==> src/wcrc_pkg.sv <==
package wcrc_pkg;

    // ****************************************
    // Register map
    // ****************************************
    localparam int          ADDR_W               = 8;
    localparam logic [7:0]  REG_CTRL             = 8'h00;
    localparam logic [7:0]  REG_MODE_REG_FIVE    = 8'h04;
    localparam logic [7:0]  REG_MPR_THREE        = 8'h08;
    localparam logic [7:0]  REG_ERR_COUNT        = 8'h0C;
    localparam logic [7:0]  REG_LAST_CRC         = 8'h10;

    localparam int          CTRL_CRC_EN_BIT      = 0;
    localparam int          CTRL_DM_EN_BIT       = 1;
    localparam int          CTRL_DBI_EN_BIT      = 2;
    localparam int          CTRL_WIDTH_LSB       = 4;
    localparam int          MODE5_ERR_CLR_BIT    = 3;
    localparam int          MPR_ERR_STATUS_BIT   = 0;
    localparam int          MPR_ALERT_LINE_BIT   = 1;
    localparam logic [31:0] CTRL_RESET           = 32'h0000_0000;
    localparam logic [7:0]  ERR_COUNT_RESET      = 8'h00;

    // ****************************************
    // Frame and timing
    // ****************************************
    localparam int          CW_W                 = 72;
    localparam int          CRC_W                = 8;
    localparam int          LANES                = 16;
    localparam logic [3:0]  LAST_DATA_XFER       = 4'h7;
    localparam logic [3:0]  CRC_LO_XFER          = 4'h8;
    localparam logic [3:0]  CRC_HI_XFER          = 4'h9;
    localparam int          CLK_MHZ              = 20;
    localparam int          ALERT_LAT_MIN_NS     = 3;
    localparam int          ALERT_LAT_MAX_NS     = 13;
    localparam int          ALERT_LAT_RAW        = ALERT_LAT_MAX_NS * CLK_MHZ / 1000;
    localparam int          ALERT_LAT_CYC        = (ALERT_LAT_RAW < 1) ? 1 : ALERT_LAT_RAW;
    localparam int          ALERT_PW_MIN_CYC     = 6;
    localparam int          ALERT_PW_MAX_CYC     = 10;
    localparam logic [7:0]  CRC_POLY             = 8'h07;

    // ****************************************
    // Types
    // ****************************************
    typedef enum logic [1:0] {
        WCRC_X4  = 2'h0,
        WCRC_X8  = 2'h1,
        WCRC_X16 = 2'h2
    } wcrc_width_e;

    typedef enum logic [2:0] {
        WCRC_IDLE = 3'b001,
        WCRC_RECV = 3'b010,
        WCRC_CALC = 3'b100
    } wcrc_state_e;

    typedef struct packed {
        logic        crc_en;
        logic        dm_en;
        logic        dbi_en;
        wcrc_width_e width;
    } wcrc_ctrl_s;

    typedef struct packed {
        logic        link_clk;
        logic        frame;
        logic [15:0] dq;
        logic [1:0]  inv;
        logic        alert_in;
    } wcrc_pins_s;

endpackage

==> src/wcrc_tree.sv <==
`timescale 1ns/1ps

module wcrc_tree #(
    parameter int CW_W = wcrc_pkg::CW_W
) (
    input  wire logic            clock,
    input  wire logic            rstn,
    input  wire logic            start,
    input  wire logic [CW_W-1:0] code_word,
    output logic      [7:0]      crc,
    output logic                 done
);

    // ****************************************
    // Serial form of the checksum tree
    // ****************************************
    function automatic logic [7:0] crc_of(input logic [CW_W-1:0] d);
        logic [7:0] c;
        logic       fb;
        c  = 8'h00;
        fb = 1'b0;
        for (int i = CW_W - 1; i >= 0; i--) begin
            fb = c[7] ^ d[i];
            c  = {c[6:0], 1'b0} ^ (fb ? wcrc_pkg::CRC_POLY : 8'h00);
        end
        return c;
    endfunction

    typedef struct packed {
        logic [7:0] crc;
        logic       done;
    } wcrc_tree_s;

    wcrc_tree_s cur;
    wcrc_tree_s next_cur;

    always_comb begin
        next_cur      = cur;
        next_cur.done = start;
        if (start) begin
            next_cur.crc = crc_of(code_word);
        end
    end

    always_ff @(posedge clock) begin
        if (!rstn) begin
            cur <= '0;
        end else begin
            cur <= next_cur;
        end
    end

    assign crc  = cur.crc;
    assign done = cur.done;

    generate
        if (CW_W < 8) begin : g_bad_width
            $error("Code word narrower than checksum");
        end
    endgenerate

endmodule // wcrc_tree

==> src/wcrc_check.sv <==
// Implementation choices: the plain strobed port and the address map.
`timescale 1ns/1ps

// Function
// - Recompute, compare, alert on mismatch
// - Byte tree: top eight from mask/inversion
// - Word part: two trees, tops as in the byte tree
// - Nibble part: upper forty inputs one
// - Commit data before the comparison ends
// - Low byte covers low word
// - Share alert with parity errors
// - Alert pulse six to ten clocks
// - Error sets clear and status bits
// - Clear bit holds until host write
// - Alert within three to thirteen ns; here alert_oe rises one 50 ns clock after the trees report done
// - Device only pulls alert low
// - Nibble lane and checksum mapping
// - Byte lane and checksum mapping
// - Polynomial x8 + x2 + x + 1
// - Zero start, bit 71 first
module wcrc_check #(
    parameter int PULSE_CYC = wcrc_pkg::ALERT_PW_MIN_CYC
) (
    input  wire logic         clock,
    input  wire logic         rstn,
    input  wire logic         link_clk,
    input  wire logic         frame,
    input  wire logic [15:0]  dq,
    input  wire logic         lower_invert_lane,
    input  wire logic         upper_invert_lane,
    input  wire logic         alert_in,
    output logic              alert_o,
    output logic              alert_oe,
    input  wire logic         parity_alert,
    input  wire logic [7:0]   reg_addr,
    input  wire logic [31:0]  reg_wdata,
    input  wire logic         reg_wr,
    input  wire logic         reg_rd,
    output logic      [31:0]  reg_rdata,
    output logic              arr_valid,
    output logic      [127:0] arr_data,
    output logic      [15:0]  arr_mask
);

    // ****************************************
    // State
    // ****************************************
    typedef struct packed {
        wcrc_pkg::wcrc_state_e st;
        wcrc_pkg::wcrc_pins_s  s1;
        wcrc_pkg::wcrc_pins_s  s2;
        logic                  link_prev;
        logic [3:0]            xfer;
        logic [15:0][7:0]      lane_bits;
        logic [1:0][7:0]       inv_bits;
        logic [15:0]           rx_crc;
        logic [15:0]           calc_crc;
        logic                  calc_go;
        wcrc_pkg::wcrc_ctrl_s  ctrl;
        logic                  clr_bit;
        logic                  stat_bit;
        logic [7:0]            err_cnt;
        logic                  err_evt;
        logic                  crc_pulse;
        logic [3:0]            pw_cnt;
        logic                  alert_o;
        logic                  alert_oe;
        logic [31:0]           rdata;
        logic                  arr_valid;
        logic [127:0]          arr_data;
        logic [15:0]           arr_mask;
    } wcrc_state_s;

    wcrc_state_s          cur;
    wcrc_state_s          next_cur;
    wcrc_pkg::wcrc_pins_s pins;
    logic [1:0][71:0]     code_word;
    logic [1:0][7:0]      tree_crc;
    logic [1:0]           tree_done;
    logic                 is_x4;
    logic                 is_x16;
    logic                 link_rise;
    logic                 mismatch;

    assign pins      = '{link_clk: link_clk, frame: frame, dq: dq,
                         inv: {upper_invert_lane, lower_invert_lane}, alert_in: alert_in};
    assign is_x4     = cur.ctrl.width == wcrc_pkg::WCRC_X4;
    assign is_x16    = cur.ctrl.width == wcrc_pkg::WCRC_X16;
    assign link_rise = cur.s2.link_clk && !cur.link_prev;

    // ****************************************
    // Code words and checksum trees
    // ****************************************
    function automatic logic [71:0] build_cw(input logic [15:0][7:0] lb, input logic [1:0][7:0] ib,
                                             input wcrc_pkg::wcrc_ctrl_s c, input int g);
        logic [71:0] w;
        w = '1;
        for (int l = 0; l < 8; l++) begin
            if (c.width != wcrc_pkg::WCRC_X4 || l < 4) begin
                w[l*8 +: 8] = lb[g*8+l];
            end
        end
        if (c.width != wcrc_pkg::WCRC_X4 && (c.dm_en || c.dbi_en)) begin
            w[71:64] = ib[g];
        end
        return w;
    endfunction

    generate
        for (genvar g = 0; g < 2; g++) begin : g_tree
            assign code_word[g] = build_cw(cur.lane_bits, cur.inv_bits, cur.ctrl, g);
            wcrc_tree #(
                .CW_W      (wcrc_pkg::CW_W)
            ) u_tree (
                .clock     (clock),
                .rstn      (rstn),
                .start     (cur.calc_go),
                .code_word (code_word[g]),
                .crc       (tree_crc[g]),
                .done      (tree_done[g])
            );
        end
    endgenerate

    // Upper tree only counts on the word part
    assign mismatch = (tree_crc[0] != cur.rx_crc[7:0])
                   || (is_x16 && tree_crc[1] != cur.rx_crc[15:8]);

    // ****************************************
    // Next state
    // ****************************************
    always_comb begin
        next_cur           = cur;
        next_cur.s1        = pins;
        next_cur.s2        = cur.s1;
        next_cur.link_prev = cur.s2.link_clk;
        next_cur.calc_go   = 1'b0;
        next_cur.err_evt   = 1'b0;
        next_cur.arr_valid = 1'b0;
        next_cur.rdata     = 32'h0000_0000;
        next_cur.alert_o   = 1'b0;

        // Register writes; hardware sets below win over clears
        if (reg_wr) begin
            case (reg_addr)
                wcrc_pkg::REG_CTRL: begin
                    next_cur.ctrl.crc_en = reg_wdata[wcrc_pkg::CTRL_CRC_EN_BIT];
                    next_cur.ctrl.dm_en  = reg_wdata[wcrc_pkg::CTRL_DM_EN_BIT];
                    next_cur.ctrl.dbi_en = reg_wdata[wcrc_pkg::CTRL_DBI_EN_BIT];
                    next_cur.ctrl.width  = wcrc_pkg::wcrc_width_e'(reg_wdata[wcrc_pkg::CTRL_WIDTH_LSB +: 2]);
                end
                wcrc_pkg::REG_MODE_REG_FIVE: begin
                    if (!reg_wdata[wcrc_pkg::MODE5_ERR_CLR_BIT]) begin
                        next_cur.clr_bit  = 1'b0;
                        next_cur.stat_bit = 1'b0;
                    end
                end
                default: begin
                end
            endcase
        end

        // Register reads
        if (reg_rd) begin
            case (reg_addr)
                wcrc_pkg::REG_CTRL: begin
                    next_cur.rdata[wcrc_pkg::CTRL_CRC_EN_BIT]       = cur.ctrl.crc_en;
                    next_cur.rdata[wcrc_pkg::CTRL_DM_EN_BIT]        = cur.ctrl.dm_en;
                    next_cur.rdata[wcrc_pkg::CTRL_DBI_EN_BIT]       = cur.ctrl.dbi_en;
                    next_cur.rdata[wcrc_pkg::CTRL_WIDTH_LSB +: 2]   = cur.ctrl.width;
                end
                wcrc_pkg::REG_MODE_REG_FIVE: begin
                    next_cur.rdata[wcrc_pkg::MODE5_ERR_CLR_BIT]     = cur.clr_bit;
                end
                wcrc_pkg::REG_MPR_THREE: begin
                    next_cur.rdata[wcrc_pkg::MPR_ERR_STATUS_BIT]    = cur.stat_bit;
                    next_cur.rdata[wcrc_pkg::MPR_ALERT_LINE_BIT]    = cur.s2.alert_in;
                end
                wcrc_pkg::REG_ERR_COUNT: begin
                    next_cur.rdata[7:0] = cur.err_cnt;
                end
                wcrc_pkg::REG_LAST_CRC: begin
                    next_cur.rdata = {cur.rx_crc, cur.calc_crc};
                end
                default: begin
                    next_cur.rdata = 32'h0000_0000;
                end
            endcase
        end

        // Frame capture, one transfer per link clock rise
        case (cur.st)
            wcrc_pkg::WCRC_IDLE, wcrc_pkg::WCRC_RECV: begin
                if (cur.st == wcrc_pkg::WCRC_RECV && !cur.s2.frame) begin
                    next_cur.st   = wcrc_pkg::WCRC_IDLE;
                    next_cur.xfer = 4'h0;
                end else if (link_rise && cur.s2.frame) begin
                    next_cur.st   = wcrc_pkg::WCRC_RECV;
                    next_cur.xfer = cur.xfer + 4'h1;
                    if (cur.xfer <= wcrc_pkg::LAST_DATA_XFER) begin
                        for (int l = 0; l < wcrc_pkg::LANES; l++) begin
                            next_cur.lane_bits[l][cur.xfer[2:0]] = cur.s2.dq[l];
                        end
                        for (int i = 0; i < 2; i++) begin
                            next_cur.inv_bits[i][cur.xfer[2:0]] = cur.s2.inv[i];
                        end
                    end
                    if (cur.xfer == wcrc_pkg::LAST_DATA_XFER) begin
                        next_cur.arr_valid = 1'b1;
                        next_cur.arr_data  = next_cur.lane_bits;
                        next_cur.arr_mask  = next_cur.inv_bits;
                        if (!cur.ctrl.crc_en) begin
                            next_cur.st   = wcrc_pkg::WCRC_IDLE;
                            next_cur.xfer = 4'h0;
                        end
                    end
                    if (cur.xfer == wcrc_pkg::CRC_LO_XFER) begin
                        if (is_x4) begin
                            next_cur.rx_crc[3:0] = cur.s2.dq[3:0];
                        end else begin
                            next_cur.rx_crc = cur.s2.dq;
                        end
                    end
                    if (cur.xfer == wcrc_pkg::CRC_HI_XFER) begin
                        if (is_x4) begin
                            next_cur.rx_crc[7:4] = cur.s2.dq[3:0];
                        end
                        next_cur.st      = wcrc_pkg::WCRC_CALC;
                        next_cur.xfer    = 4'h0;
                        next_cur.calc_go = 1'b1;
                    end
                end
            end
            wcrc_pkg::WCRC_CALC: begin
                if (tree_done[0]) begin
                    next_cur.st       = wcrc_pkg::WCRC_IDLE;
                    next_cur.calc_crc = {tree_crc[1], tree_crc[0]};
                    if (cur.ctrl.crc_en && mismatch) begin
                        next_cur.err_evt   = 1'b1;
                        next_cur.clr_bit   = 1'b1;
                        next_cur.stat_bit  = 1'b1;
                        next_cur.crc_pulse = 1'b1;
                        next_cur.pw_cnt    = 4'h0;
                        if (cur.err_cnt != 8'hFF) begin
                            next_cur.err_cnt = cur.err_cnt + 8'h01;
                        end
                    end
                end
            end
            default: begin
                next_cur.st   = wcrc_pkg::WCRC_IDLE;
                next_cur.xfer = 4'h0;
            end
        endcase

        // Alert pulse of fixed width
        if (cur.crc_pulse && !next_cur.err_evt) begin
            if (cur.pw_cnt == 4'(PULSE_CYC - 1)) begin
                next_cur.crc_pulse = 1'b0;
            end else begin
                next_cur.pw_cnt = cur.pw_cnt + 4'h1;
            end
        end
        next_cur.alert_oe = next_cur.crc_pulse || parity_alert;
    end

    always_ff @(posedge clock) begin
        if (!rstn) begin
            cur          <= '0;
            cur.st       <= wcrc_pkg::WCRC_IDLE;
            cur.ctrl     <= wcrc_pkg::wcrc_ctrl_s'(5'h00);
            cur.err_cnt  <= wcrc_pkg::ERR_COUNT_RESET;
        end else begin
            cur <= next_cur;
        end
    end

    assign alert_o   = cur.alert_o;
    assign alert_oe  = cur.alert_oe;
    assign reg_rdata = cur.rdata;
    assign arr_valid = cur.arr_valid;
    assign arr_data  = cur.arr_data;
    assign arr_mask  = cur.arr_mask;

    generate
        if (PULSE_CYC < wcrc_pkg::ALERT_PW_MIN_CYC || PULSE_CYC > wcrc_pkg::ALERT_PW_MAX_CYC) begin : g_bad_pw
            $error("Alert pulse width out of range");
        end
        if (wcrc_pkg::ALERT_LAT_CYC < 1) begin : g_bad_lat
            $error("Alert latency below one cycle");
        end
    endgenerate
endmodule // wcrc_check

==> config.mk <==
export PLATFORM = sky130hd
export DESIGN_NAME = wcrc_check
export DESIGN_NICKNAME = d
export VERILOG_FILES = /design/src/wcrc_pkg.sv /design/src/wcrc_tree.sv /design/src/wcrc_check.sv
export SDC_FILE = /design/constraint.sdc
export NUM_CORES = 1
export LEC_CHECK = 0
export BUFFER_PORTS_ARGS = -buffer_cell sky130_fd_sc_hd__buf_2
export CORE_MARGIN = 2
export CORE_UTILIZATION = 35
export DETAILED_ROUTE_END_ITERATION = 10
export PLACE_DENSITY = 0.51
export SYNTH_ARGS = -nofsm -noshare
export SYNTH_HDL_FRONTEND = slang
export SYNTH_HIERARCHICAL = 1
export SYNTH_SLANG_ARGS = --single-unit
==> constraint.sdc <==
create_clock -name clock -period 14.7 [get_ports clock]
set_input_delay 3.675 -clock clock [delete_from_list [all_inputs] [get_ports clock]]
set_output_delay 3.675 -clock clock [all_outputs]
set_load 0.01 [all_outputs]
==> results.toml <==
[cts]
path_clk_slew_ps = 60
cts.htree.levels = 2
cts_tree = "built"
tritoncts.num_buffers = 51
clock_sinks = 442
post-cts-setup-buffers = 0
clk_latency_ps = 600
root_buffer = "clkbuf_16"
cts_buffer_depth = 3
ctsResizeCount = 0
cts_hold_buf = 0

[routing]
drt_wl_total_mm = 69.75
ant_nets = 0
firstDrtPassIters = 5
vias = 16540
drt-wirelength-per-cell_um = 20.81
drt_iter0_drc = 1221
drc = 0
viasPerCell = 4.934

[sta]
drv_slew = 0
setup_viol = 0
tightestPinTransition_ps = 1280
hold_viol = 0
tns_ps = 0
finalCritPeriodShare_pct = 40.74
max_slew_margin_pct = 14.48
max_freq_mhz = 167.0
rsz0062_at_grt = "no"
final.min_clock_period_ps = 5988
finalClockSkew_ps = 16.22

[power]
power_density_nw_per_um2 = 112.1
vdd_ir_drop_max_mv = 0.07521
leakage_nw = 10.48

[finish]
fin_util_pct = 38.45
design_area_um2 = 25910
register_area_um2 = 8848
multiInputGateArea_um2 = 12880
nNetsFinal = 2512
syn2layout_area_growth_pct = 8.475
instances_no_fill = 3351
n_antenna_cell = 0
fillers = 6689
drive_gt1_share_pct = 20.50

[global_route]
first_global_vias = 16160
grt.overflow.total = 0
grt_max_degree = 191
track_usage_pct = 19.50
grt_pass1_wl_mm = 104.0
grt_antenna_before_repair = 0

[hold_path]
hold-path-cell-count = 1
hp-class = "register to register"

[place]
gp_congestion = 0.8576
dp_cells = 3260
place.port_buffers = 217
placed_area_um2 = 24180
dp_hpwl_mm = 47.99

[setup_path]
arrival_ps = 6470
cp_max_fo = 41
critPathKind = "register to register"
worst_setup_path_end_kind = "register"
start_kind = "register"
r2r_cells = 15
required_ps = 15180

[synth]
synth_area_um2 = 23890
syn_inst = 2489
syn_nets = 2561
yosys_warnings = 6
avgSynthCellArea_um2 = 9.597

[floorplan]
coreArea_um2 = 67400
ios = 245
die_w_um = 265.3
die_y_um = 265.3
dieArea_um2 = 70360
initial_utilization_pct = 35.44
row_count = 95

[outcome]
status = "complete, no violations"

[job]
maxCapViolations = 0
==> flip-flops by register name, indices dropped and copies added (netlist names) <==
signal and flops:
arr_mask 16, code_word 64, alert_oe 1, arr_valid 1, g_tree.u_tree/crc 16, g_tree.u_tree/done 1, arr_data 128, cur 183
reg_rdata 32
==> per-layer routing <==
layer,GRT usage [%],vias up,wire length (µm)
met5,0,-,0
met4,6.383,0,1998
met3,3.583,96,4230
met2,30.79,442,31430
met1,26.89,7918,32090
li1,-,8079,-
==> path summary, 6_finish.rpt <==
path	from	slack [ps]	to
hold / removal	cur[421]$_SDFF_PN0_	430	cur[400]$_SDFF_PN0_
hold reg to reg	cur[421]$_SDFF_PN0_	430	cur[400]$_SDFF_PN0_
setup reg to reg	cur[195]$_SDFFE_PN0P_	8710	g_tree[1].u_tree/crc[3]$_SDFFE_PN0P_
setup / recovery	cur[195]$_SDFFE_PN0P_	8710	g_tree[1].u_tree/crc[3]$_SDFFE_PN0P_
==> cell type report <==
class / count / share of cell area (%)
clock inverters: 18 / 0.8788
well taps: 873 / 4.215
clock buffers: 73 / 5.794
multi-input cells: 1689 / 49.72
repair buffers: 245 / 5.051
flip-flops and latches: 442 / 34.15
inverters: 11 / 0.1883
==> per-stage QoR <==
step                      hold WS (ps)  power, mW  setup WS [ps]
after floorplan                  411.9      1.510           9603
after global placement           422.8      1.603           8336
after detailed placement         418.4      1.603           8307
after CTS                        433.4      2.935           8723
after global routing             447.9      3.013           8376
final                            432.8      2.904           8712
==> layout by cell type, fill, tap and decap left out, types with 73 or more instances in the layout <==
| master | count |
|---|---|
| dfxtp_1 | 442 |
| nand2_1 | 366 |
| buf_2 | 217 |
| nor2_1 | 186 |
| a21oi_1 | 184 |
| mux2i_1 | 166 |
| xnor2_1 | 128 |
| a211oi_1 | 126 |
| or2_2 | 83 |
| xnor3_1 | 82 |
| and2_1 | 73 |
==> power breakdown <==
group	switching, mW	internal (mW)
clock	0.523	0.794
combinational	0.194	0.175
sequential	0.0133	1.20
total	0.731	2.17
==> critical path: stages, from the launching register on <==
cell	delay (ps)
dfxtp_1	430
nor2_4	650
buf_4	480
or2_2	220
xnor3_1	330
xnor3_1	490
xnor3_1	330
xnor3_2	480
xnor3_2	320
xnor2_2	230
xnor3_1	450
xnor2_1	240
xnor3_1	490
xnor3_1	470
mux2i_1	170
nor2b_1	60
(Power assumes the default switching activity.)
